**config.mk**
```make
export PLATFORM = sky130hd
export DESIGN_NAME = dwp_target
export DESIGN_NICKNAME = d
export VERILOG_FILES = /design/src/verilog/dwp_pkg.sv /design/src/verilog/dwp_sync.sv /design/src/verilog/dwp_target.sv
export SDC_FILE = /design/constraint.sdc
export NUM_CORES = 1
export LEC_CHECK = 0
export ABC_AREA = 1
export BUFFER_PORTS_ARGS = -buffer_cell sky130_fd_sc_hd__buf_2
export CORE_UTILIZATION = 58
export DETAILED_ROUTE_END_ITERATION = 10
export PLACE_DENSITY = 0.78
export RECOVER_POWER = 50
export SLEW_MARGIN = 20
export SYNTH_ARGS = -nofsm -noshare
export SYNTH_HDL_FRONTEND = slang
export SYNTH_SLANG_ARGS = --single-unit
export TNS_END_PERCENT = 5
```
**constraint.sdc**
```tcl
create_clock -name core_clk -period 2.5 [get_ports core_clk]
set_input_delay 0.625 -clock core_clk [delete_from_list [all_inputs] [get_ports core_clk]]
set_output_delay 0.625 -clock core_clk [all_outputs]
set_load 0.02 [all_outputs]
```
**src/verilog/dwp_pkg.sv**
```systemverilog
// Purpose: Shared constants and types of the dual wiper write port
// Assumes: Core clock at 10 MHz, wire levels resolved outside
// Notes:   Only the write path exists; nothing is ever read back
package dwp_pkg;

	localparam logic [3:0] DWP_ADDR_FIXED  = 4'h5;
	localparam logic [7:0] DWP_WIPER_RESET = 8'h80;
	localparam logic [7:0] DWP_CMD_A       = 8'h11;
	localparam logic [7:0] DWP_CMD_B       = 8'h12;
	localparam logic [7:0] DWP_CMD_AB      = 8'h13;
	localparam logic [3:0] DWP_BIT_ACK     = 4'h8;
	localparam logic [3:0] DWP_BIT_END     = 4'h9;
	localparam logic [3:0] DWP_BIT_ZERO    = 4'h0;
	localparam logic [7:0] DWP_BYTE_ZERO   = 8'h00;

	typedef enum logic [4:0] {
		DWP_ST_IDLE   = 5'h01,
		DWP_ST_ADDR   = 5'h02,
		DWP_ST_CMD    = 5'h04,
		DWP_ST_DATA   = 5'h08,
		DWP_ST_IGNORE = 5'h10
	} dwp_phase_t;

	typedef struct packed {
		logic [7:0] code_a;
		logic [7:0] code_b;
	} dwp_wipers_t;

	typedef struct packed {
		dwp_phase_t  phase;
		logic [3:0]  bit_cnt;
		logic [7:0]  shift;
		logic [7:0]  cmd;
		logic        noop;
		logic        ack;
		logic        scl_prev;
		logic        sda_prev;
		dwp_wipers_t wipers;
	} dwp_state_t;

endpackage

```
**src/verilog/dwp_sync.sv**
```systemverilog
// Purpose: Three-stage pin synchroniser with agreement filter
// Assumes: Inputs are asynchronous to core_clk
// Notes:   Output moves only once stages two and three agree
`timescale 1ns/1ps
`default_nettype none

module dwp_sync
	import dwp_pkg::*;
#(
	parameter int         W       = 1,
	parameter logic [W-1:0] RST_VAL = '0
) (
	input  wire logic         core_clk, // Core clock
	input  wire logic         rst_n,    // Synchronised reset, active low
	input  wire logic [W-1:0] pin_i,    // Raw asynchronous inputs
	output logic      [W-1:0] flt_o     // Filtered synchronous level
);

	logic [W-1:0] s1_ff;
	logic [W-1:0] s2_ff;
	logic [W-1:0] s3_ff;
	logic [W-1:0] held_ff;

	always_ff @(posedge core_clk or negedge rst_n) begin
		if (!rst_n) begin
			s1_ff   <= RST_VAL;
			s2_ff   <= RST_VAL;
			s3_ff   <= RST_VAL;
			held_ff <= RST_VAL;
		end else begin
			s1_ff   <= pin_i;
			s2_ff   <= s1_ff;
			s3_ff   <= s2_ff;
			held_ff <= flt_o;
		end
	end

	// Per bit: a lone sample of disagreement keeps the old level
	always_comb begin
		for (int i = 0; i < W; i++) begin
			flt_o[i] = (s2_ff[i] == s3_ff[i]) ? s3_ff[i] : held_ff[i];
		end
	end

endmodule

`default_nettype wire

```
**src/verilog/dwp_target.sv**
```systemverilog
// Purpose: Two-wire write-only target driving two 8-bit wiper codes
// Assumes: Master drives the serial clock; low 5+ cycles, high 3+
// Notes:   Pin delay through the filter is about three core cycles
`timescale 1ns/1ps
`default_nettype none

// What this block does
// - Each wiper takes any of 256 positions from its 8-bit code.
// - Separate registers; writing one wiper leaves the other alone.
// - A written code reaches the wiper output at once.
// - Both wiper codes start at midscale 80h after reset.
// - Shift bytes in, decode address and command, deliver data.
// - Data line is input plus pull-low only; clock line is input only.
// - START, address with write bit, command, data, STOP in that order.
// - Idle bus has both lines high; nobody holds them low.
// - One bit per clock pulse, stable while the clock is high.
// - Pull data low through the whole ninth pulse to acknowledge.
// - Eighth address bit low writes, high means no operation.
// - No read path; nothing is ever returned over the bus.
// - Own address is 0101 followed by the three strap levels.
// - Command byte picks wiper A, wiper B or both.
// - Command byte comes first, then the data byte to store.
// - Code 00h is nearest low terminal, FFh nearest high terminal.
module dwp_target
	import dwp_pkg::*;
(
	input  wire logic  core_clk,        // 10 MHz core clock
	input  wire logic  rstn,            // Asynchronous reset, active low
	input  wire logic  scl_i,           // Serial clock level from pin
	input  wire logic  sda_i,           // Serial data level from pin
	output logic       sda_o,           // Serial data drive value
	output logic       sda_oe,          // High while pulling data low
	input  wire logic  addr_strap_bit0, // Address strap, low bit
	input  wire logic  addr_strap_bit1, // Address strap, middle bit
	input  wire logic  addr_strap_bit2, // Address strap, high bit
	output dwp_wipers_t pot_codes       // Wiper codes for pots A and B
);

	function automatic logic [1:0] wiper_sel(input logic [7:0] cmd);
		// Bit 1 selects B, bit 0 selects A; other commands write nothing
		case (cmd)
			DWP_CMD_A:  wiper_sel = 2'h1;
			DWP_CMD_B:  wiper_sel = 2'h2;
			DWP_CMD_AB: wiper_sel = 2'h3;
			default:    wiper_sel = 2'h0;
		endcase
	endfunction

	logic       rst_meta_ff;
	logic       rst_sync_ff;
	logic [4:0] pins_f;
	logic       scl_f;
	logic       sda_f;
	logic [2:0] strap_f;
	logic       scl_rise;
	logic       scl_fall;
	logic       start_ev;
	logic       stop_ev;
	logic       addr_hit;
	logic [1:0] sel;
	dwp_state_t st_ff;
	dwp_state_t nxt_st;

	always_ff @(posedge core_clk or negedge rstn) begin
		if (!rstn) begin
			rst_meta_ff <= 1'b0;
			rst_sync_ff <= 1'b0;
		end else begin
			rst_meta_ff <= 1'b1;
			rst_sync_ff <= rst_meta_ff;
		end
	end

	dwp_sync #(
		.W       (5),
		.RST_VAL (5'h18)
	) u_sync (
		.core_clk (core_clk),
		.rst_n    (rst_sync_ff),
		.pin_i    ({scl_i, sda_i, addr_strap_bit2, addr_strap_bit1,
		            addr_strap_bit0}),
		.flt_o    (pins_f)
	);

	assign scl_f   = pins_f[4];
	assign sda_f   = pins_f[3];
	assign strap_f = pins_f[2:0];

	assign scl_rise = scl_f & ~st_ff.scl_prev;
	assign scl_fall = ~scl_f & st_ff.scl_prev;
	// Data moving while clock stays high is a bus condition, not a bit
	assign start_ev = scl_f & st_ff.scl_prev & st_ff.sda_prev & ~sda_f;
	assign stop_ev  = scl_f & st_ff.scl_prev & ~st_ff.sda_prev & sda_f;
	assign addr_hit = (st_ff.shift[7:1] == {DWP_ADDR_FIXED, strap_f});
	assign sel      = wiper_sel(st_ff.cmd);

	always_comb begin
		nxt_st          = st_ff;
		nxt_st.scl_prev = scl_f;
		nxt_st.sda_prev = sda_f;
		if (start_ev) begin
			// Also a repeated START: always restart on the address
			nxt_st.phase   = DWP_ST_ADDR;
			nxt_st.bit_cnt = DWP_BIT_ZERO;
			nxt_st.ack     = 1'b0;
			nxt_st.noop    = 1'b0;
		end else if (stop_ev) begin
			nxt_st.phase   = DWP_ST_IDLE;
			nxt_st.bit_cnt = DWP_BIT_ZERO;
			nxt_st.ack     = 1'b0;
		end else if (st_ff.phase != DWP_ST_IDLE) begin
			if (scl_rise && st_ff.bit_cnt < DWP_BIT_ACK) begin
				nxt_st.shift = {st_ff.shift[6:0], sda_f};
			end
			if (scl_rise && st_ff.bit_cnt < DWP_BIT_END) begin
				nxt_st.bit_cnt = 4'(st_ff.bit_cnt + 4'h1);
			end
			if (scl_fall && st_ff.bit_cnt == DWP_BIT_ACK) begin
				case (st_ff.phase)
					DWP_ST_ADDR: begin
						if (addr_hit) begin
							nxt_st.ack   = 1'b1;
							nxt_st.noop  = st_ff.shift[0];
							nxt_st.phase = DWP_ST_CMD;
						end else begin
							nxt_st.phase = DWP_ST_IGNORE;
						end
					end
					DWP_ST_CMD: begin
						nxt_st.ack   = 1'b1;
						nxt_st.cmd   = st_ff.shift;
						nxt_st.phase = DWP_ST_DATA;
					end
					DWP_ST_DATA: begin
						// Further bytes rewrite the same wipers
						nxt_st.ack = 1'b1;
						if (!st_ff.noop && sel[0]) begin
							nxt_st.wipers.code_a = st_ff.shift;
						end
						if (!st_ff.noop && sel[1]) begin
							nxt_st.wipers.code_b = st_ff.shift;
						end
					end
					default: begin
						nxt_st.ack = 1'b0;
					end
				endcase
			end else if (scl_fall && st_ff.bit_cnt == DWP_BIT_END) begin
				nxt_st.ack     = 1'b0;
				nxt_st.bit_cnt = DWP_BIT_ZERO;
			end
		end
	end

	always_ff @(posedge core_clk or negedge rst_sync_ff) begin
		if (!rst_sync_ff) begin
			st_ff.phase         <= DWP_ST_IDLE;
			st_ff.bit_cnt       <= DWP_BIT_ZERO;
			st_ff.shift         <= DWP_BYTE_ZERO;
			st_ff.cmd           <= DWP_BYTE_ZERO;
			st_ff.noop          <= 1'b0;
			st_ff.ack           <= 1'b0;
			st_ff.scl_prev      <= 1'b1;
			st_ff.sda_prev      <= 1'b1;
			st_ff.wipers.code_a <= DWP_WIPER_RESET;
			st_ff.wipers.code_b <= DWP_WIPER_RESET;
		end else begin
			st_ff <= nxt_st;
		end
	end

	// Pull-low only and only in an acknowledge slot: no read path exists
	assign sda_o     = 1'b0;
	assign sda_oe    = st_ff.ack;
	// Code maps straight to tap: 00h low end, FFh high end
	assign pot_codes = st_ff.wipers;

	AST_RESET_MID: assert property (@(posedge core_clk)
		$rose(rst_sync_ff) |-> pot_codes.code_a == DWP_WIPER_RESET
			&& pot_codes.code_b == DWP_WIPER_RESET)
		else $error("wiper codes not at midscale after reset");

	AST_WRITE_A_ONLY: assert property (@(posedge core_clk)
		disable iff (!rst_sync_ff)
		(st_ff.phase == DWP_ST_DATA && scl_fall && !st_ff.noop
			&& st_ff.bit_cnt == DWP_BIT_ACK && st_ff.cmd == DWP_CMD_A)
		|=> pot_codes.code_a == $past(st_ff.shift)
			&& $stable(pot_codes.code_b))
		else $error("write to wiper A disturbed B or was lost");

	AST_CHANGE_CAUSE: assert property (@(posedge core_clk)
		disable iff (!rst_sync_ff)
		$changed(pot_codes) |-> $past(st_ff.phase) == DWP_ST_DATA
			&& $past(scl_fall) && $past(st_ff.bit_cnt) == DWP_BIT_ACK)
		else $error("wiper code changed outside a data byte");

	AST_NOOP_KEEPS: assert property (@(posedge core_clk)
		disable iff (!rst_sync_ff)
		st_ff.noop |=> $stable(pot_codes))
		else $error("no-operation transfer changed a wiper");

	AST_DRIVE_ACK_ONLY: assert property (@(posedge core_clk)
		disable iff (!rst_sync_ff)
		sda_oe |-> !sda_o && st_ff.bit_cnt >= DWP_BIT_ACK)
		else $error("data line driven outside acknowledge slot");

	AST_ACK_HOLD: assert property (@(posedge core_clk)
		disable iff (!rst_sync_ff)
		(sda_oe && scl_rise) |=> sda_oe [*3])
		else $error("acknowledge released during clock high");

	AST_ADDR_NACK: assert property (@(posedge core_clk)
		disable iff (!rst_sync_ff)
		(st_ff.phase == DWP_ST_ADDR && scl_fall && !addr_hit
			&& st_ff.bit_cnt == DWP_BIT_ACK)
		|=> !sda_oe && st_ff.phase == DWP_ST_IGNORE)
		else $error("foreign address acknowledged");

	AST_ADDR_ACK: assert property (@(posedge core_clk)
		disable iff (!rst_sync_ff)
		(st_ff.phase == DWP_ST_ADDR && scl_fall && addr_hit
			&& st_ff.bit_cnt == DWP_BIT_ACK)
		|=> sda_oe ##1 sda_oe)
		else $error("own address not acknowledged");

	AST_IDLE_FREE: assert property (@(posedge core_clk)
		disable iff (!rst_sync_ff)
		st_ff.phase == DWP_ST_IDLE |-> !sda_oe)
		else $error("data line held low while idle");

	AST_STOP_IDLE: assert property (@(posedge core_clk)
		disable iff (!rst_sync_ff)
		stop_ev |=> st_ff.phase == DWP_ST_IDLE && st_ff.bit_cnt == 4'h0)
		else $error("stop condition did not free the target");

	COV_WRITE_A: cover property (@(posedge core_clk)
		disable iff (!rst_sync_ff)
		$changed(pot_codes.code_a) && $stable(pot_codes.code_b));
	COV_WRITE_BOTH: cover property (@(posedge core_clk)
		disable iff (!rst_sync_ff)
		$changed(pot_codes.code_a) && $changed(pot_codes.code_b));
	COV_NACK: cover property (@(posedge core_clk)
		disable iff (!rst_sync_ff)
		st_ff.phase == DWP_ST_IGNORE);
	COV_NOOP: cover property (@(posedge core_clk)
		disable iff (!rst_sync_ff)
		st_ff.noop && stop_ev);

endmodule

`default_nettype wire
```
== Word-level counts from Yosys, hierarchy flattened ==
Index checks and enable logic that the tools add are counted.
Storage, ports and cells
  flip-flop bits (word level): 67
  input port bits: 7
  output and inout port bits: 18
  logic and storage cells: 98
Cells by class
  $add $sub $neg: 1
  order comparisons: 2
  equality and inequality tests: 17
  mux-type cells: 26
  bitwise operators: 13
  reduce and logical (&&, ||, !) cells: 23
Operators with widths (count)
  two-way mux 27 bit: 1
  two-way mux 9 bit: 3
  equality test 8 x 5 -> 1 bit, second input constant: 3
  two-way mux 8 bit: 2
  two-way mux 4 bit: 3
  AND reduction 6 bit: 2
  two-way mux 1 bit: 10
  two-way mux 5 bit: 2
  case mux 5 bit (2 select lines): 1
  AND reduction 5 bit: 2
  equality test 4 bit, second input constant: 2
  less-than comparator 4 bit, second input constant: 2
  nonzero test 2 bit: 4
  nonzero test 4 bit: 2
  bitwise AND 1 bit: 7
  equality test 7 x 6 -> 1 bit: 1
  logical AND 1 bit: 6
  NOT 1 bit: 6
  case mux 2 bit (3 select lines): 1
  AND reduction 3 bit: 2
  nonzero test 3 bit: 2
  equality test 1 bit: 5
  equality test 5 x 2 -> 1 bit, second input constant: 1
  equality test 5 x 3 -> 1 bit, second input constant: 1
  other kinds (10): 11

== Longest topological paths before layout ==
Gate-level depths: netlist of the first run.
  word-level depth: 10
  gate-level depth with buffers: 11

== By module ==
Synthesis of the first run repeated with hierarchy kept, for this count alone.
Unflattened totals
  cell total of the unflattened synthesis: 317
  area, all modules: 3011.6 µm²
By module, submodules not included
  dwp_target: times used 1, cells each 277, area each 2419.8 µm²
  dwp_sync: times used 1, cells each 40, area each 591.8 µm²

== Worst setup path after synthesis of the first run ==
No wires, ideal clock.
  path kind: flip-flop to flip-flop
  start: reg st_ff[36] in the netlist's numbering
  end: reg st_ff (netlist bit pot_codes[13])
  arrival time: 1.437 ns
  required time: 2.379 ns
  setup slack: 0.942 ns
  cell stages (with the launch flop): 11
  clock period less this slack: 1.558 ns
  cell sequence: dfrtp_1 inv_1 ha_1 inv_1 nor2_1 nand3_1 nor2_4 nand3_2 buf_6 nand2_2 o21ai_2
On the way
  word-level cells in the longest chain between the ends: 3
Ends and longest elaborated chain
  start: declaration: RTL line dwp_target.sv:61  | dwp_state_t st_ff;
  start signal: assignment: RTL line dwp_target.sv:168  | st_ff <= nxt_st;
  equality test 4 bit: RTL line dwp_target.sv:118  | if (scl_fall && st_ff.bit_cnt == DWP_BIT_ACK) begin
  logical AND 1 bit: RTL line dwp_target.sv:118
  AND reduction 6 bit (no line)
Every way passes these cells.
A chain may end at the register's enable or synchronous reset.

== Final worst setup path of the first run ==
  start: reg st_ff[36] in the netlist's numbering
  end: reg st_ff (netlist bit pot_codes[9])
Same word-level chain as after synthesis.

==> results.md, run 1 <==
* Outcome: complete, no violations
* Synth warn at 0
* Nets@finish at 325
* Placer Congestion at 0.841
* Initial DRC count at 142
* DP HPWL at 3210 microns
* Tmin final at 1870 ps
* Post-CTS Setup Bufs at 0
* Slew margin rel. at 2.51%
* Via density at 4.92
* FILL cells at 360
* Inserted Clock Buffers at 9
* Multi-input gate area in the final layout at ~900 sq um
* Vias in the first global route at 1816
* Share of cells above drive strength 1 at about a quarter
* Hold-fix buffers, CTS at 0
* CTS Buffer Depth at 2
* Setup TNS Final at 0 ps
* Die footprint at 5220 sq um
* Design Power at 2.68 mW
* FF-to-FF setup slack at 630 ps
* PD cells at roughly 850 nW/um^2
* Max Clock Freq at 536 MHz
* DR vias at approximately 1900
* Leakage power at 1.57 nW
* Post-Syn Area per Cell at 9.51 sq um
* Setup ws final at approximately 630 ps
* Largest net degree at the start of global routing at 64
* Row cnt at 25
* R2R depth at 9
* 1st-pass router iterations at 5
* Crit Reg-Reg Startpoint: st_ff[36]
* Worst Path Max Fanout at 16
* Max Slew Vio Count at 0
* Port Buf Inserts at 23
* Post-CTS sizing at 0
* Worst-path clk slew at 70 ps
* Max Cap Viol at 0
* CTS root buffer: clkbuf_8
* Routed WL at 4720 microns
* Die width at 72.3 microns
* Post-DR wirelength/cell at 12.2 microns
* Post-Syn Area at 2860 sq um
* Syn nets at 311
* RSZ-0062 raised after global routing: false
* Reg area at between 1500 and 2000 sq um
* EDFF count, synth at 0
* Synthesized instance count at 301
* Commonest cells after routing, fill and taps aside: nand2_1 (62), dfrtp_1 (53), inv_1 (41)
* Initial antenna violation count at 0
* # diodes at 0
* Initial Util at 60.6%
* # setup viols final at 0
* Post-synth ARST share at 100%
* Synthesis-to-layout area growth at 9.66%
* Place WS at 669 ps
* Main synth FF type: dfrtp_1
* IO Pins at 25
* Share of the yosys chip area belonging to registers at between 50% and 60%
* Yosys reg bits at between 60 and 70
* Crit Path Class: register to register
* Post-synthesis cell type count at 28
* First-pass GRT wire length at between 8000 and 9000 microns
* CTS tree: yes
* HP Class: primary input to asynchronous set/reset pin
* Overflow after GRT at 0
* Setup Skew at ~9 ps
* Peak VDD IR at roughly 0.58 mV
* CP Data Required Time at between 2000 and 3000 ps
* Clock latency on the worst-skew pair at ~330 ps
* Total core area at about 4700 sq um
* DRC Markers at 0
* Max incr delay on CP at 410 ps
* Commonest non-fill, non-tap cell in the layout: nand2_1
* Most frequent CP cell: inv_1
* Minimum hold slack at 71.5 ps
* R2R Path End: pot_codes[9]
* H-tree Lvls at 3
* Final hold viol count at 0
* Endpoint class of the critical path: register
* CP Launch Type: register
* Die Span Y at slightly above 70 microns
* DRT antenna net count at 0
* Tcrit/Tclk final at between 70% and 80%
* Crit-path cells: inv_1, ha_1, inv_1, nor2_1, nand3_1, nor2_4, nand3_2, nand2_1, o21ai_2
* CP arrival at 2070 ps
* Worst Tran Pin Value at 1460 ps
* GRT Total Usage at between 20% and 30%
* Clk sink count at 65
* Max stage delay cell, worst path: dfrtp_1
## through the flow
| step | util (%) | cell area (sq um) | instances |
|---|---|---|---|
| after floorplan | - | 2860 | 301 |
| after global placement | 61.6 | 2910 | 371 |
| final | 66.5 | 3140 | 387 |
| after global routing | 66.5 | 3140 | 387 |
| after detailed placement | 61.6 | 2910 | 371 |
| after CTS | 66.5 | 3140 | 387 |
## layer usage
metal	track usage, %	part of all wire, %	up-vias
met5	0	0	-
met2	32.3	47	36
met3	6.67	4.3	6
met1	29.0	47	900
li1	-	-	961
met4	6.54	1.3	0
## registers in the layout (all words and copies together), names as in the netlist
signal	flops
u_sync.held_ff	4
u_sync.s1_ff	5
rst_meta_ff	1
u_sync.s2_ff	5
u_sync.s3_ff	5
pot_codes	16
st_ff	27
sda_oe	1
rst_sync_ff	1
## power by group
part	switching (mW)	internal [mW]	total, mW	leakage, nW
clock	0.365	0.645	1.01	0.117
sequential	0.0764	1.18	1.25	0.821
combinational	0.306	0.110	0.415	0.635
## logic make-up after synthesis
| kind of cell | count (synthesis) | share of synthesized area [%] |
|---|---|---|
| XOR/XNOR | 1 | 0.306 |
| flip-flops | 65 | 57.3 |
| buffers and inverters | 63 | 11.1 |
| adder cells (fa/ha/maj) | 3 | 1.31 |
| AO/OA/AOI/OAI | 53 | 11.5 |
| AND/OR/NAND/NOR | 114 | 18.2 |
| other | 2 | 0.262 |
## cells in the mapped netlist, types with 2 or more instances
cell     count  area, sq um
nand4_1      5         31.3
buf_6        2         22.5
dfstp_2     11          289
a21oi_1      7         35.0
dfrtp_1     54         1350
nand2_2      5         31.3
buf_4       17          128
nand3_1     13         65.1
o21ai_0     27          135
nor2_1      22         82.6
conb_1       2         7.51
o21ai_2     16          140
inv_1       41          154
nand2_1     62          233
ha_1         3         37.5
nand3_2      2         20.0
## layout make-up
| class | instances | area share [%] |
|---|---|---|
| flip-flops and latches | 65 | 52.3 |
| multi-input cells | 173 | 28.8 |
| clock buffers | 14 | 5.50 |
| inverters | 42 | 5.02 |
| repair buffers | 24 | 3.79 |
| well taps | 67 | 2.67 |
| clock inverters | 2 | 1.91 |
## critical path: cells and delay by family (launching register included)
| family | cells | cell delay [ps] |
|---|---|---|
| AND/OR/NAND/NOR | 5 | 960 |
| flip-flops | 1 | 410 |
| buffers and inverters | 2 | 150 |
| adder cells (fa/ha/maj) | 1 | 140 |
| AO/OA/AOI/OAI | 1 | 70 |
## worst max path at each step
stage                        end  cells after the start   startpoint  slack, ps
detailed placement  pot_codes[9]                      9    st_ff[36]        670
floorplan           pot_codes[0]                      0  rst_sync_ff        580
CTS                 pot_codes[9]                      9    st_ff[36]        650
global placement    pot_codes[8]                      9    st_ff[36]        730
global route        pot_codes[1]                      9    st_ff[36]        420
finish              pot_codes[9]                      9    st_ff[36]        630
(Power assumes the default switching activity.)
==> run 2, diff against run 1 <==
--- a/config.mk
+++ b/config.mk
@@ -7,9 +7,9 @@
 export LEC_CHECK = 0
 export ABC_AREA = 1
 export BUFFER_PORTS_ARGS = -buffer_cell sky130_fd_sc_hd__buf_2
-export CORE_UTILIZATION = 58
+export CORE_UTILIZATION = 53
 export DETAILED_ROUTE_END_ITERATION = 10
-export PLACE_DENSITY = 0.78
+export PLACE_DENSITY = 0.75
 export RECOVER_POWER = 50
 export SLEW_MARGIN = 20
 export SYNTH_ARGS = -nofsm -noshare
==> constraint.sdc (replaced) <==
create_clock -name core_clk -period 1.5 [get_ports core_clk]
set_input_delay 0.375 -clock core_clk [delete_from_list [all_inputs] [get_ports core_clk]]
set_output_delay 0.375 -clock core_clk [all_outputs]
set_load 0.02 [all_outputs]
==> run 2 against run 1 <==
- the run now ends with setup timing left
- core utilization up 2.2 points
- first-iteration DRC count up 32%
- clock-buffer cell count fell by 2
- non-clock buffer count is 28 higher
- combinational power rose by 150%
- via count grew 8.3%
- register-to-register slack lost 840 ps
- die area up 9.2%
- routed wire length up 21%
- sequential power rose by 67%
- largest cell class unchanged
==> results.md, run 2 (synthesis results as in run 1) <==
* Outcome: finished, violations left
* Failing checks: setup timing
* Area after DPL at approximately 3100 sq um
* # setup viols final at 29
* Clk sink count at 65
* CP arrival at 1940 ps
* FF-to-FF setup slack at -210 ps
* CP Data Required Time at 1740 ps
* Nets@finish at 355
* Share of cells above drive strength 1 at a little under two fifths
* Peak VDD IR at between 1 and 1.5 mV
* CP Launch Type: register
* H-tree Lvls at 3
* CTS tree: yes
* Post-DR wirelength/cell at 13.6 microns
* Max Slew Vio Count at 0
* Tmin final at 1710 ps
* Setup ws final at -207 ps
* Placer Congestion at 0.833
* Leakage power at 1.76 nW
* Via density at 4.92
* Routed WL at 5720 microns
* Max incr delay on CP at 390 ps
* Slew margin rel. at 52.8%
* Synthesis-to-layout area growth at 23.2%
* Final hold viol count at 0
* Max Clock Freq at around 590 MHz
* Port Buf Inserts at 23
* DP HPWL at 3490 microns
* Row cnt at 26
* Commonest non-fill, non-tap cell in the layout: dfrtp_1
* Vias in the first global route at 1831
* Design Area, Final at 3530 sq um
* Max Cap Viol at 0
* Initial DRC count at 187
* Initial antenna violation count at 0
* CP delay by family, top: simple AND/OR/NAND/NOR gates
* First-pass GRT wire length at 8330 microns
* Worst-path clk slew at 70 ps
* # diodes at 0
* Setup Skew at roughly 13 ps
* 1st-pass router iterations at 4
* Setup TNS Final at -3890 ps
* Worst Tran Pin Value at 708 ps
* Die Span Y at 75.5 microns
* Max stage delay cell, worst path: dfstp_2
* RSZ-0062 raised after global routing: true
* HP Class: primary input to register
* CP Buf/Inv Count at 2
* Initial Util at 55.7%
* Max reg flops at 27
* Total core area at between 5000 and 6000 sq um
* IO Pins at 25
* DRT antenna net count at 0
* Largest net degree at the start of global routing at 55
* Endpoint class of the critical path: register
* Crit-path cells: nor2_2, nand4_1, nor4_4, buf_4, nand3_4, buf_12, nand2_2, o21ai_2
* CTS root buffer: clkbuf_8
* Die footprint at ~5700 sq um
* Overflow after GRT at 0
* CTS Buffer Depth at 2
* DRC Markers at 0
* DR vias at 2061
* PD cells at 1270 nW/um^2
* Clock latency on the worst-skew pair at 350 ps
* GRT Total Usage at between 20% and 30%
* Tcrit/Tclk final at 114%
* Largest register by flop count: st_ff
* Inserted Clock Buffers at 9
* Worst Path Max Fanout at 8
* Commonest cells after routing, fill and taps aside: dfrtp_1 (54), nand2_1 (47), inv_1 (38)
* Die width at 75.5 microns
* Crit Path Class: register to register
==> run 2: changes by cell type in the layout (fill, tap and decap cells not counted), moves of 4 or more <==
cell	delta
nand2_1	-15
o21ai_0	-7
nand2_4	+4
nor2_1	-5
buf_4	+20
nand2_2	+12
o21ai_1	+6
==> run 2: layer usage <==
layer	share of wire [%]	vias to the layer above	wire length [microns]	GRT usage (%)
met5	0	-	0	0
met4	2.1	0	120	9.26
met3	5.0	13	288	6.35
met2	49	45	2810	31.6
met1	44	978	2500	27.1
li1	-	1025	-	-
==> run 2: through the flow <==
| step | cells | total power, mW | hold slack, ps | worst slack [ps] | utilization, % |
|---|---|---|---|---|---|
| final | 419 | 4.47 | 127 | -207 | 68.6 |
| after global routing | 419 | 4.73 | 105 | -240 | 68.6 |
| after CTS | 409 | 4.38 | 117 | -75.9 | 64.7 |
| after detailed placement | 393 | 3.03 | 138 | -81.2 | 60.4 |
| after global placement | 393 | 3.00 | 135 | -42.2 | 60.4 |
| after floorplan | 301 | 2.61 | 79.4 | -57.9 | - |
==> run 2: power breakdown <==
part	leakage [nW]	switching (mW)	total [mW]	internal, mW
clock network	0.0882	0.674	1.35	0.676
registers	0.823	0.126	2.09	1.96
logic	0.845	0.619	1.03	0.413
==> run 2: worst paths after layout <==
| path | from | to | cells after the start |
|---|---|---|---|
| worst min-delay path | sda_i | u_sync.s1_ff[3] | 1 |
| min in group asynchronous | rst_sync_ff | sda_oe | 0 |
| worst max register to register | st_ff[40] | pot_codes[0] | 8 |
| worst min register to register | rst_sync_ff | sda_oe | 0 |
| max in group asynchronous | rst_sync_ff | pot_codes[9] | 1 |
| worst max-delay path | st_ff[40] | pot_codes[0] | 8 |
==> run 2: worst register-to-register path, cell delays in order (launching register included) <==
cell,delay (ps)
dfstp_2,390
nor2_2,160
nand4_1,190
nor4_4,290
buf_4,180
nand3_4,100
buf_12,170
nand2_2,60
o21ai_2,50
==> run 2: what timing repair did <==
action / 4_1_cts / 5_1_grt
setup endpoints to repair: 30 / 43
hold endpoints to repair: 2 / 0
pin swaps: 1 / 9
buffers inserted: 0 / 6
hold buffers: 1 / 0
gates resized for setup: 15 / 31
cloned: 0 / 4
==> run 2: final cells by class <==
type,instances,area (sq um)
clock buffer,12,155
clock inverter,3,17.5
fill,411,1610
inverter,42,160
multi-input combinational,175,1060
sequential,65,1640
tap,70,87.6
timing repair buffer,52,410
==> run 3, diff against run 2 <==
--- a/config.mk
+++ b/config.mk
@@ -5,12 +5,13 @@
 export SDC_FILE = /design/constraint.sdc
 export NUM_CORES = 1
 export LEC_CHECK = 0
-export ABC_AREA = 1
+export ABC_AREA = 0
 export BUFFER_PORTS_ARGS = -buffer_cell sky130_fd_sc_hd__buf_2
-export CORE_UTILIZATION = 53
+export CORE_UTILIZATION = 52
 export DETAILED_ROUTE_END_ITERATION = 10
-export PLACE_DENSITY = 0.75
+export PLACE_DENSITY = 0.74
 export RECOVER_POWER = 50
+export SETUP_SLACK_MARGIN = 0.1
 export SLEW_MARGIN = 20
 export SYNTH_ARGS = -nofsm -noshare
 export SYNTH_HDL_FRONTEND = slang
==> run 3 against run 2 <==
- the flow still finishes with violations (setup timing)
- power is 3.4% lower
- first-iteration DRC count is 32% lower
- sequential power is 4% lower
==> results.md, run 3 <==
* Final hold viol count at 0
* CP Buf/Inv Count at 1
* Worst-path clk slew at 70 ps
* H-tree Lvls at 3
* Largest net degree at the start of global routing at 53
* GRT Total Usage at around 22%
* Tcrit/Tclk final at 117%
* Crit Path Class: register to register
* Commonest cells after routing, fill and taps aside: dfrtp_1 (54), buf_4 (29), mux2_4 (22)
* Share of the yosys chip area belonging to registers at 59.9%
* Synthesis-to-layout area growth at 30.7%
* Die footprint at 5560 sq um
* Synth area leaders: dfrtp_1 (49%), mux2_2 (13%), dfstp_2 (11%)
* FILL cells at approximately 350
* RSZ-0062 raised after global routing: true
* Post-synthesis xor/xnor area fraction at 1.28%
* Most common cell in the netlist: dfrtp_1
* Via density at a little over 5
* Placer Congestion at between 0.8 and 0.9
* Port Buf Inserts at 23
* CP arrival at 1970 ps
* EDFF count, synth at 0
* Synthesized instance count at roughly 210
* Largest register by flop count: st_ff
* Nets@finish at between 200 and 300
* Overflow after GRT at 0
* Yosys reg bits at 65
* HP Class: primary input to register
* Routed WL at 5230 microns
* Tmin final at roughly 1800 ps
* Crit path from: st_ff[17]
* Clk sink count at 65
* Max Slew Vio Count at 0
* DP HPWL at 3360 microns
* Multiplexer share of the synthesized area at between 10% and 20%
* Worst Path Max Fanout at 3
* Largest family of logic cells by synthesized area: multiplexers
* Post-synthesis cell type count at 45
* CTS tree: yes
* Leading area contributor after synthesis: dfrtp_1
* Worst Tran Pin Value at 694 ps
* Total core area at 5070 sq um
* DRC Markers at 0
* Inserted Clock Buffers at 9
* Max incr delay on CP at 530 ps
* Failing checks: setup timing
* Hold_sp: sda_i
* Endpoint class of the critical path: register
* Compound-Gate Fraction of Synth Area at 5.35%
* 1st-pass router iterations at 5
* IO Pins at 25
* Top cells by count, synth: dfrtp_1 (54), mux2_2 (31), buf_4 (17)
* Row cnt at 26
* Max Clock Freq at roughly 570 MHz
* Die Span Y at 74.5 microns
* Minimum hold slack at between 100 and 150 ps
* Setup Skew at 9.55 ps
* Crit Reg-Reg Startpoint: st_ff[17]
* CP Launch Type: register
* Post-synth ARST share at 100%
* Die width at between 70 and 80 microns
* CP delay by family, top: simple AND/OR/NAND/NOR gates
* Area after DPL at 3130 sq um
* CTS Buffer Depth at 2
* Clock latency on the worst-skew pair at 330 ps
* DRT antenna net count at 0
* FF-to-FF setup slack at -250 ps
* Main synth FF type: dfrtp_1
* Design Area, Final at 3580 sq um
* Crit-path cells: and3b_2, nand4_4, nor3_4, buf_6, mux2_4
* Worst hold endpoint: u_sync.s1_ff[3]
* Peak VDD IR at ~0.82 mV
* Setup ws final at -255 ps
* Initial Util at roughly 54%
* DR vias at 1759
* Initial DRC count at 128
* Synth Area in Adders at 2.47%
* CP Data Required Time at about 1700 ps
* Slew margin rel. at 53.7%
* Leakage power at 1.72 nW
* Yosys top cell area share at roughly 49%
* Post-Syn Area per Cell at 13.3 sq um
* Synth warn at 0
* First-pass GRT wire length at 8570 microns
* Share of cells above drive strength 1 at a little over half
* PD cells at 1210 nW/um^2
* CTS root buffer: clkbuf_8
* Initial antenna violation count at 0
* Post-DR wirelength/cell at around 15 microns
* Post-Syn Area at around 2700 sq um
* Simple-gate share of the synthesized area at 11.4%
* Vias in the first global route at 1732
* Max stage delay cell, worst path: dfstp_2
* Hold Path Stages at 1
* Max reg flops at 27
* Commonest non-fill, non-tap cell in the layout: dfrtp_1
* R2R depth at 5
* R2R Path End: pot_codes[3]
* Outcome: finished, violations left
* # diodes at 0
* # setup viols final at 40
* Syn nets at 216
* Max Cap Viol at 0
## run 3: cell types whose count changed after synthesis, moves of 8 or more
| cell | delta |
|---|---|
| o21ai_0 | -21 |
| o21ai_2 | -16 |
| mux2_2 | +31 |
| nand2_1 | -52 |
| inv_1 | -38 |
| nor2_1 | -8 |
| nand3_1 | -11 |
## run 3: how the worst max path moves through the flow
stage | slack, ps | cells past startpoint | endpoint
floorplan | -310 | 4 | pot_codes[0]
global placement | -260 | 7 | st_ff[38]
global route | -320 | 5 | pot_codes[4]
CTS | -230 | 5 | pot_codes[10]
finish | -250 | 5 | pot_codes[3]
detailed placement | -340 | 7 | st_ff[38]
## run 3: timing repair
action	in CTS	in global routing
pin swaps	8	6
setup endpoints to repair	44	44
hold endpoints to repair	2	0
gates resized for setup	36	24
setup buffers	2	0
hold buffers	1	0
## run 3: cell families (layout without fill, tap and decap cells)
group,after synthesis,in the layout
xor gates and xnor gates,4,4
and+or+nand+nor,49,49
DFF,65,65
buffers and inverters,22,85
adders and majority gates,6,6
muxes,34,34
other,2,2
AOI/OAI and AO/OA,24,24
## run 3: per-stage QoR
stage	TNS, ps	worst slack (ps)	cells	utilization (%)	total power [mW]
6_report	-6800	-255	339	70.5	4.32
2_1_floorplan	-8080	-310	206	-	2.36
3_5_place_dp	-9260	-341	320	61.7	2.68
3_3_place_gp	-7180	-264	320	61.7	2.65
5_1_grt	-10700	-319	339	70.5	4.52
4_1_cts	-6140	-226	339	69.2	4.34
## run 3: routing by layer
metal	global-route usage (%)	vias up	wire length, microns
met5	0	-	0
met2	30.9	37	2470
li1	-	829	-
met3	5.15	6	173
met4	11.3	0	42
met1	31.6	887	2550
## run 3: final cells by class
class / count / area [sq um] / share of cell area (%)
clock buffer: 12 / 165 / 4.62
multi-input combinational: 119 / 1120 / 31.4
inverter: 3 / 11.3 / 0.315
tap: 70 / 87.6 / 2.45
clock inverter: 4 / 50.0 / 1.40
sequential: 65 / 1640 / 45.9
timing repair buffer: 66 / 498 / 13.9
## run 3: report_power, final
group          internal (mW)  total, mW  leakage, nW  switching (mW)
clock                  0.900       1.55        0.105           0.645
sequential              1.90       2.01        0.830           0.110
combinational          0.404      0.764        0.789           0.360
